--- src/pat_pkg.sv ---
/*
  Package for the peak and average telemetry block: command codes,
  field positions, reset values, timing figures and the direct-format
  coefficients that the host applies to the readings.
  Assumes a single 10 MHz clock domain shared by all users.
*/
package pat_pkg;

  // command codes seen on the management command port
  localparam logic [7:0] CMD_PEAK_INPUT_VOLTAGE  = 8'hD1;
  localparam logic [7:0] CMD_PEAK_OUTPUT_CURRENT = 8'hD2;
  localparam logic [7:0] CMD_PEAK_INPUT_POWER    = 8'hD3;
  localparam logic [7:0] CMD_PEAK_TEMPERATURE    = 8'hD4;
  localparam logic [7:0] CMD_PEAK_RESET          = 8'hD5;
  localparam logic [7:0] CMD_AVG_STARTUP_CONFIG  = 8'hDD;
  localparam logic [7:0] CMD_PEAK_OUTPUT_VOLTAGE = 8'hFD;

  // averaging/startup byte layout
  localparam int          CFG_AVG_LSB  = 0;
  localparam int          CFG_AVG_MSB  = 3;
  localparam int          CFG_OCP_LSB  = 4;
  localparam int          CFG_OCP_MSB  = 5;
  localparam logic [5:0]  CFG_RESET    = 6'h00;
  localparam logic [15:0] PEAK_RESET   = 16'h0000;

  // startup overcurrent field codes and their levels in amperes
  localparam logic [1:0] OCP_CODE_16A = 2'h0;
  localparam logic [1:0] OCP_CODE_24A = 2'h1;
  localparam logic [1:0] OCP_CODE_8A  = 2'h2;
  localparam logic [7:0] OCP_AMPS_16  = 8'h10;
  localparam logic [7:0] OCP_AMPS_24  = 8'h18;
  localparam logic [7:0] OCP_AMPS_8   = 8'h08;

  // sample timing
  localparam int CLK_HZ            = 10_000_000;
  localparam int SAMPLE_SLOW_US    = 2000;
  localparam int SAMPLE_FAST_US    = 1000;
  localparam int SAMPLE_SLOW_CYC   = SAMPLE_SLOW_US * (CLK_HZ / 1_000_000);
  localparam int SAMPLE_FAST_CYC   = SAMPLE_FAST_US * (CLK_HZ / 1_000_000);

  // reading widths
  localparam int READING_BITS = 10;
  localparam int POWER_BITS   = 16;
  localparam int MAX_SHIFT    = 15;

  // direct-format coefficients; resistance-scaled slopes are per milliohm
  // of the external load-reporting resistance, times 1000
  localparam int VOLT_M       = 7578;
  localparam int VOLT_B       = 0;
  localparam int VOLT_R       = -2;
  localparam int TEMP_M       = 205;
  localparam int TEMP_B       = 6545;
  localparam int TEMP_R       = -2;
  localparam int CURR_M_X1000 = 3824;
  localparam int CURR_B       = -4300;
  localparam int CURR_R       = -3;
  localparam int PWR_M_X1000  = 895;
  localparam int PWR_B        = -9100;
  localparam int PWR_R        = -2;
  localparam int EIN_M_X1000  = 3505;
  localparam int EIN_B        = 0;
  localparam int EIN_R        = -5;

  // channel order inside the averaging bank
  typedef enum logic [2:0] {
    CH_VIN  = 3'b000,
    CH_VOUT = 3'b001,
    CH_IOUT = 3'b010,
    CH_PIN  = 3'b011,
    CH_TEMP = 3'b100
  } pat_chan_type;
  localparam int NUM_CH = 5;

  // one management command from the bus engine
  typedef struct packed {
    logic       write;
    logic       send;
    logic       read;
    logic [7:0] code;
    logic [7:0] data;
  } pat_cmd_type;

  // raw converter samples, all on this clock
  typedef struct packed {
    logic [9:0]  vin;
    logic [9:0]  vout;
    logic [9:0]  iout;
    logic [15:0] pin;
    logic [9:0]  temp;
  } pat_sample_type;

endpackage

--- src/pat_averager.sv ---
/*
  One averaging channel: sums 2**n samples and divides by a right shift.
  Assumes sample_tick is a one-cycle pulse on clk and that n only
  changes between windows or is allowed to restart the window.
*/
module pat_averager #(
  parameter int WIDTH = 16
) (
  input  wire logic               clk,
  input  wire logic               sys_rst,
  input  wire logic               sample_tick,
  input  wire logic [3:0]         avg_shift,
  input  wire logic signed [WIDTH-1:0] sample,
  output logic signed [WIDTH-1:0] average,
  output logic                    average_valid
);
  import pat_pkg::*;

  localparam int SUM_BITS = WIDTH + MAX_SHIFT;

  logic signed [SUM_BITS-1:0] sum;
  logic [MAX_SHIFT:0]         count;
  logic [3:0]                 shift_seen;
  logic [MAX_SHIFT:0]         target;
  logic                       window_done;
  logic                       shift_changed;
  logic signed [SUM_BITS-1:0] sum_next;
  logic signed [SUM_BITS-1:0] quotient;

  // window length and completion; a changed setting restarts the window
  assign target        = (MAX_SHIFT+1)'(1) << avg_shift;
  assign shift_changed = shift_seen != avg_shift;
  assign sum_next      = sum + SUM_BITS'(sample);
  assign window_done   = sample_tick && (count + 1'b1 == target);
  assign quotient      = sum_next >>> avg_shift; // power-of-two divide

  // accumulate; the average is loaded once the window is full
  always_ff @(posedge clk or posedge sys_rst) begin
    if (sys_rst) begin
      sum           <= '0;
      count         <= '0;
      shift_seen    <= '0;
      average       <= '0;
      average_valid <= 1'b0;
    end else begin
      shift_seen    <= avg_shift;
      average_valid <= window_done && !shift_changed;
      if (shift_changed) begin
        sum   <= '0;
        count <= '0;
      end else if (window_done) begin
        sum     <= '0;
        count   <= '0;
        average <= quotient[WIDTH-1:0];
      end else if (sample_tick) begin
        sum   <= sum_next;
        count <= count + 1'b1;
      end
    end
  end
endmodule

--- src/pat_telemetry.sv ---
/*
  Peak and average telemetry for a 12 V protection switch.
  Holds the averaging/startup byte, averages four converter channels,
  passes temperature through one-sample windows and keeps all five
  peaks, answering management commands by code.
  Assumes a bus engine on the same clock delivers decoded commands as
  one-cycle strobes and takes the read answer one cycle later.
  Assumes converter samples arrive already in direct format on this
  clock, so no synchroniser sits on them; the sample timers run free
  from reset.
*/
// Summary of operation
// five 16-bit peak registers hold maxima, 10-bit except power
// code D5h or power cycle clears peaks
// peaks at D1h, D2h, D3h, D4h, FDh
// bits 5:4 pick 16A, 24A, 8A startup
// average 2**n samples, 2ms or 1ms each
// ten-bit readings, power sixteen-bit two's complement
// host converts reading with slope, offset, exponent
// voltage slope 7578, offset 0, exponent -2
// temperature slope 205, offset 6545, exponent -2
// current slope 3.824 times resistance, exponent -3
// power slope 0.895 times resistance, exponent -2
// energy slope 3.505 times resistance, exponent -5
// current readings continue with switch off
// config byte uses bits 5:0 only
// sample count governs voltage, current, power
// peak replaced only by larger reading, resets zero
// average updates per window by right shift
module pat_telemetry #(
  parameter int SLOW_CYCLES = pat_pkg::SAMPLE_SLOW_CYC,
  parameter int FAST_CYCLES = pat_pkg::SAMPLE_FAST_CYC
) (
  input  wire logic                    clk,
  input  wire logic                    sys_rst,
  input  wire pat_pkg::pat_cmd_type    cmd,
  input  wire pat_pkg::pat_sample_type samples,
  output logic [15:0]                  read_data,
  output logic                         read_valid,
  output logic                         read_hit,
  output logic [7:0]                   startup_overcurrent_amps,
  output logic                         startup_overcurrent_valid,
  output logic [15:0]                  avg_vin,
  output logic [15:0]                  avg_vout,
  output logic [15:0]                  avg_iout,
  output logic [15:0]                  avg_pin,
  output logic [15:0]                  avg_temp
);
  import pat_pkg::*;

  localparam int SLOW_W = $clog2(SLOW_CYCLES);
  localparam int FAST_W = $clog2(FAST_CYCLES);

  logic [5:0]        config_bits;
  logic [SLOW_W-1:0] slow_count;
  logic [FAST_W-1:0] fast_count;
  logic              slow_tick;
  logic              fast_tick;
  logic [15:0]       peak [NUM_CH];
  logic [15:0]       chan_in [NUM_CH];
  logic [15:0]       chan_avg [NUM_CH];
  logic [NUM_CH-1:0] chan_valid;
  logic [NUM_CH-1:0] chan_tick;
  logic [3:0]        chan_shift [NUM_CH];
  logic [NUM_CH-1:0] chan_signed;
  logic              cfg_write;
  logic              peak_clear;
  logic [3:0]        avg_sel;
  logic [1:0]        ocp_sel;
  logic [15:0]       lookup;
  logic              lookup_hit;

  // compare two readings; only power is two's complement
  // one shared comparator keeps the clear path and the update path alike
  function automatic logic is_greater(input logic [15:0] a,
                                      input logic [15:0] b,
                                      input logic        sgn);
    is_greater = sgn ? ($signed(a) > $signed(b)) : (a > b);
  endfunction

  // readings leave this block unscaled; the host turns them into real
  // units with fixed direct-format coefficients, kept as package
  // constants so host models and firmware share one copy:
  //   voltages: slope 7578, offset 0, exponent -2
  //   temperature: slope 205, offset 6545, exponent -2
  //   current: slope 3.824 per unit load resistance, offset
  //     -4300, exponent -3
  //   power: slope 0.895 per unit load resistance, offset
  //     -9100, exponent -2
  //   energy: slope 3.505 per unit load resistance, offset 0,
  //     exponent -5; no energy sum is kept here, so a host that
  //     wants energy must accumulate power readings itself

  // command decode
  assign cfg_write  = cmd.write && cmd.code == CMD_AVG_STARTUP_CONFIG;
  assign peak_clear = cmd.send && cmd.code == CMD_PEAK_RESET;
  assign avg_sel    = config_bits[CFG_AVG_MSB:CFG_AVG_LSB];
  assign ocp_sel    = config_bits[CFG_OCP_MSB:CFG_OCP_LSB];

  // startup level; code 11 is unused and flagged as not valid
  assign startup_overcurrent_amps =
      (ocp_sel == OCP_CODE_16A) ? OCP_AMPS_16 :
      (ocp_sel == OCP_CODE_24A) ? OCP_AMPS_24 :
      (ocp_sel == OCP_CODE_8A)  ? OCP_AMPS_8  : 8'h00;
  assign startup_overcurrent_valid = ocp_sel != 2'h3;

  // averaging/startup byte; the top two bits are not stored
  // a host that sets them reads zero back, which shows the write landed
  // in the six effective bits only
  always_ff @(posedge clk or posedge sys_rst) begin
    if (sys_rst) begin
      config_bits <= CFG_RESET;
    end else if (cfg_write) begin
      config_bits <= cmd.data[5:0];
    end
  end

  // sample period timers: 2 ms slow, 1 ms fast
  // they run free from reset rather than restarting on a config write,
  // so a new sample count starts at the next tick, not at once
  assign slow_tick = slow_count == SLOW_W'(SLOW_CYCLES - 1);
  assign fast_tick = fast_count == FAST_W'(FAST_CYCLES - 1);
  always_ff @(posedge clk or posedge sys_rst) begin
    if (sys_rst) begin
      slow_count <= '0;
      fast_count <= '0;
    end else begin
      slow_count <= slow_tick ? '0 : slow_count + 1'b1;
      fast_count <= fast_tick ? '0 : fast_count + 1'b1;
    end
  end

  // channel wiring: readings zero-extended from 10 bits, power kept
  // signed; current is never gated by the switch state, so it
  // keeps reporting while the pass transistor is off
  // every averager carries a 16-bit word so power keeps its sign; the
  // 10-bit channels only ever fill the low bits
  assign chan_in[CH_VIN]  = {6'h00, samples.vin};
  assign chan_in[CH_VOUT] = {6'h00, samples.vout};
  assign chan_in[CH_IOUT] = {6'h00, samples.iout};
  assign chan_in[CH_PIN]  = samples.pin;
  assign chan_in[CH_TEMP] = {6'h00, samples.temp};
  assign chan_tick   = {slow_tick, slow_tick, fast_tick, slow_tick,
                        slow_tick};
  assign chan_signed = 5'h08;
  // temperature is not averaged: the sample count covers V, I, P
  assign chan_shift[CH_VIN]  = avg_sel;
  assign chan_shift[CH_VOUT] = avg_sel;
  assign chan_shift[CH_IOUT] = avg_sel;
  assign chan_shift[CH_PIN]  = avg_sel;
  assign chan_shift[CH_TEMP] = 4'h0;

  // one averager and one peak holder per channel
  generate
    for (genvar i = 0; i < NUM_CH; i++) begin : g_ch
      pat_averager #(
        .WIDTH(16)
      ) u_avg (
        .clk          (clk),
        .sys_rst      (sys_rst),
        .sample_tick  (chan_tick[i]),
        .avg_shift    (chan_shift[i]),
        .sample       (chan_in[i]),
        .average      (chan_avg[i]),
        .average_valid(chan_valid[i])
      );

      // a clear in the same cycle as a new reading restarts the peak
      // from that reading when it is above zero, so the reading is not lost
      always_ff @(posedge clk or posedge sys_rst) begin
        if (sys_rst) begin
          peak[i] <= PEAK_RESET;
        end else if (peak_clear) begin
          peak[i] <= (chan_valid[i] &&
                      is_greater(chan_avg[i], PEAK_RESET, chan_signed[i]))
                     ? chan_avg[i] : PEAK_RESET;
        end else if (chan_valid[i] &&
                     is_greater(chan_avg[i], peak[i], chan_signed[i])) begin
          peak[i] <= chan_avg[i];
        end
      end
    end
  endgenerate

  // averages leave as the registered words of the averagers
  assign avg_vin  = chan_avg[CH_VIN];
  assign avg_vout = chan_avg[CH_VOUT];
  assign avg_iout = chan_avg[CH_IOUT];
  assign avg_pin  = chan_avg[CH_PIN];
  assign avg_temp = chan_avg[CH_TEMP];

  // read map; unknown codes answer zero with read_hit low
  always_comb begin
    lookup_hit = 1'b1;
    unique case (cmd.code)
      CMD_PEAK_INPUT_VOLTAGE:  lookup = peak[CH_VIN];
      CMD_PEAK_OUTPUT_CURRENT: lookup = peak[CH_IOUT];
      CMD_PEAK_INPUT_POWER:    lookup = peak[CH_PIN];
      CMD_PEAK_TEMPERATURE:    lookup = peak[CH_TEMP];
      CMD_PEAK_OUTPUT_VOLTAGE: lookup = peak[CH_VOUT];
      CMD_AVG_STARTUP_CONFIG:  lookup = {10'h000, config_bits};
      default: begin
        lookup     = 16'h0000;
        lookup_hit = 1'b0;
      end
    endcase
  end

  // registered read answer, one cycle after the request
  // the code is decoded while the strobe stands, so the answer shows the
  // peaks as they stood at the read edge; a peak that moves on that same
  // edge is seen by the next read
  always_ff @(posedge clk or posedge sys_rst) begin
    if (sys_rst) begin
      read_data  <= 16'h0000;
      read_valid <= 1'b0;
      read_hit   <= 1'b0;
    end else begin
      read_valid <= cmd.read;
      read_hit   <= cmd.read && lookup_hit;
      if (cmd.read) begin
        read_data <= lookup;
      end
    end
  end
endmodule

--- config.mk ---
export PLATFORM = sky130hd
export DESIGN_NAME = pat_telemetry
export DESIGN_NICKNAME = d
export VERILOG_FILES = /design/src/pat_pkg.sv /design/src/pat_averager.sv /design/src/pat_telemetry.sv
export SDC_FILE = /design/constraint.sdc
export NUM_CORES = 2
export LEC_CHECK = 0
export ABC_AREA = 1
export BUFFER_PORTS_ARGS = -buffer_cell sky130_fd_sc_hd__buf_2
export CAP_MARGIN = 20
export CORE_MARGIN = 8
export CORE_UTILIZATION = 37
export DETAILED_ROUTE_END_ITERATION = 10
export GPL_ROUTABILITY_DRIVEN = 0
export PLACE_DENSITY = 0.56
export SLEW_MARGIN = 20
export SYNTH_ARGS = -nofsm -noshare
export SYNTH_HDL_FRONTEND = slang
export SYNTH_SLANG_ARGS = --single-unit
--- constraint.sdc ---
create_clock -name clk -period 17 [get_ports clk]
set_input_delay 5.1 -clock clk [delete_from_list [all_inputs] [get_ports clk]]
set_output_delay 5.1 -clock clk [all_outputs]
set_load 0.01 [all_outputs]
==> run summary <==
Setup TNS: 0 ns
first-pass GRT wire length: 199300 um
Die Area: 105900 sq um
H-tree depth: 2
post-CTS sizing: 0
CP Data Arrival Time: 7.79 ns
Min Clock Period, post-route: 7.284 ns
RSZ-0062 raised after global routing: no
Mapped Area: 35410 sq um
max_cap viols: 0
setup violators final: 0
initial antenna violation count: 1
filler cell count: 10250
Hold Worst Slack: 0.4579 ns
Antenna Cells: 0
Final Power: 2.909 mW
Max Slew Vio Count: 0
Reg area: 11070 sq um
Synth cell types: 56
Antenna Nets Post-Route: 0
final hold vios: 0
number of flops mapped to enable cells by yosys: 0
multi-input gate area in the final layout: 20980 sq um
#FFs+latches synth: 442
Crit Reg-Reg Endpoint: g_ch[3].u_avg.average[4]
skew final: 0.05347 ns
VDD IR max: 0.00007997 V
CTS Hold Bufs: 0
sequential share of the synthesized area: 31.23%
worst hold start: slow_count[0]
clk root buf: clkbuf_16
global route total overflow: 0
# port buffers: 175
CTS Buffer Depth: 3
element type at the critical path end: register
Synth area leaders: dfrtp_1, nand2_1, nand3_1
Horiz. Die Dim: 325.4 um
CTS tree: built
vias per cell: 5.398
1st-iter DRT viols: 3475
most common flop cell mapped by yosys: dfrtp_1
worst reg2reg path depth: 15
post-route clock period utilization: 42.85%
Clock Latency Late Sink: 0.66 ns
Hold Path Class: register to register
fmax: 137.3 MHz
Synth-to-Final Area Change: 10.40%
Worst Setup SP: samples[55]
vias in the first global route: 34910
WHS Endpoint: slow_count[0]
post-CTS setup buffer count: 0
worst slew pin tran: 1.073 ns
nets@finish: 5802
layout cells sized above 1: 6.214%
CP Data Required Time: 17.51 ns
Core Area: 94870 sq um
Worst setup SP type: primary input
CP Max Fanout: 8
Die H: 325.4 um
Synth async-reset ratio: 100.0%
pwr dens: 74.42 nW/um^2
DRC violations left: 0
worst r2r src: config_bits[1]
io pins: 184
syn avg cell area: 6.428 sq um
Crit Path Category: primary input to register
Slew Limit Headroom: 28.44%
Cells after Synth: 5509
clock-pin slew of the registers on the worst-case setup and hold paths: 0.06 ns
# rows: 113
total CTS buffers: 55
1st-pass router iterations: 6
via count: 37060
Clock Sink Count: 442
outcome: finished, final reports clean
GRT Util Overall: 23.12%
Yosys top cell area share: 31.23%
WL/cell: 18.39 um
top cell type by total area after synthesis: dfrtp_1
Yosys warnings: 0
largest net degree at the start of global routing: 154
DRT Wirelength: 126200 um
HPWL Detailed: 93270 um
Util after Layout: 41.21%
Leak: 19.82 nW
R2R Setup Slk: 11.99 ns
Initial Util: 37.33%
Hold Path Cell Cnt: 1
==> cell usage after synthesis (7+ instances only) <==
master    instances
a211oi_1         10
a21oi_1         133
and2_1            7
buf_1            45
buf_2            23
buf_4             9
clkbuf_1        140
dfrtp_1         442
ha_1            161
inv_1           666
inv_2            14
nand2_1        1657
nand3_1         979
nand3b_1         54
nand4_1         199
nor2_1          312
nor3_1           93
nor3_2            7
nor4_1           26
o211ai_1          9
o21ai_0         263
o21ai_1          25
o21bai_1          8
o221ai_1          9
o22ai_1          36
or2_2             8
xnor2_1          21
xor2_1           77
==> area by class of cell <==
class                      count  area share (%)
sequential                   442           28.32
clock inverter                22          0.7073
multi-input combinational   4174           53.66
timing repair buffer         205           2.848
inverter                     681           6.567
tap                         1265           4.048
clock buffer                  76           3.850
==> routing by layer <==
layer / part of all wire (%) / vias up / GRT usage [%]
met3: 6.4 / 210 / 3.183
met4: 3.2 / 0 / 7.248
li1: - / 18370 / -
met1: 48 / 17250 / 33.78
met5: 0 / - / 0
met2: 43 / 1235 / 35.03
==> critical path, stage by stage <==
cell	delay, ns
buf_2	0.12
ha_1	0.35
nand2_1	0.14
inv_1	0.04
a21boi_0	0.35
nand3_1	0.42
nand3_1	0.25
nand3_1	0.12
nand3_1	0.18
nand3_1	0.12
nand3_1	0.15
nand2_1	0.24
nand2_1	0.13
o21ai_0	0.09
==> power by group <==
part	internal, mW	leakage (nW)	switching, mW	total, mW
Clock	0.693	0.873	0.509	1.20
Combinational	0.165	13.4	0.426	0.591
Sequential	1.09	5.51	0.0311	1.12
Total	1.94	19.8	0.966	2.91
==> how the worst max path moves through the flow <==
| stage | end | slack, ns |
|---|---|---|
| finish | g_ch[0].u_avg.average[5] | 9.72 |
| global route | config_bits[1] | 9.32 |
| CTS | config_bits[1] | 9.65 |
| detailed placement | config_bits[1] | 8.98 |
| global placement | config_bits[1] | 9.00 |
| floorplan | config_bits[0] | 5.93 |
==> metrics by stage <==
stage	setup slack, ns	cell area (sq um)	cells
2_1_floorplan	5.927	35440	5514
3_3_place_gp	8.999	37300	6766
3_5_place_dp	8.978	37300	6766
4_1_cts	9.648	39080	6864
5_1_grt	9.318	39100	6865
6_report	9.716	39100	6865
==> registers in the layout (all words and copies together) (netlist names) <==
register and cells:
read_data 16, config_bits 6, slow_count 15, g_ch.u_avg.average 80, g_ch.u_avg.shift_seen 4, read_hit 1, g_ch.u_avg.count 80, g_ch.u_avg.average_valid 5
read_valid 1, peak 80, g_ch.u_avg.sum 140, fast_count 14
==> cells in the final DEF (no fill, tap or decap), types with 10 or more instances in the layout <==
cell       instances
inv_2             14
xnor2_1           21
clkbuf_1          16
ha_1             161
inv_1            663
nor2_1           310
a21oi_1          133
dfrtp_1          438
o21ai_1           25
xor2_1            77
o21ai_0          263
clkinv_2          13
nand3b_1          54
buf_2            175
clkbuf_16         55
o22ai_1           36
nor3_1            93
nand4_1          199
nand2_1         1656
nand3_1          978
a211oi_1          10
buf_4             29
nor4_1            26
==> cell families (layout without fill, tap and decap cells) <==
logic type               count (synthesis)  count (layout)  synth area share (%)
adder cells (fa/ha/maj)                166             166                 5.971
buffers and inverters                  898             984                 9.695
AND/OR/NAND/NOR                       3368            3368                 42.32
multiplexers                             1               1               0.02827
flip-flops                             442             442                 31.23
other                                    1               6               0.01059
AO/OA/AOI/OAI                          535             535                 8.317
XOR/XNOR                                98              98                 2.424
No activity file was read; power rests on OpenSTA's default activity.
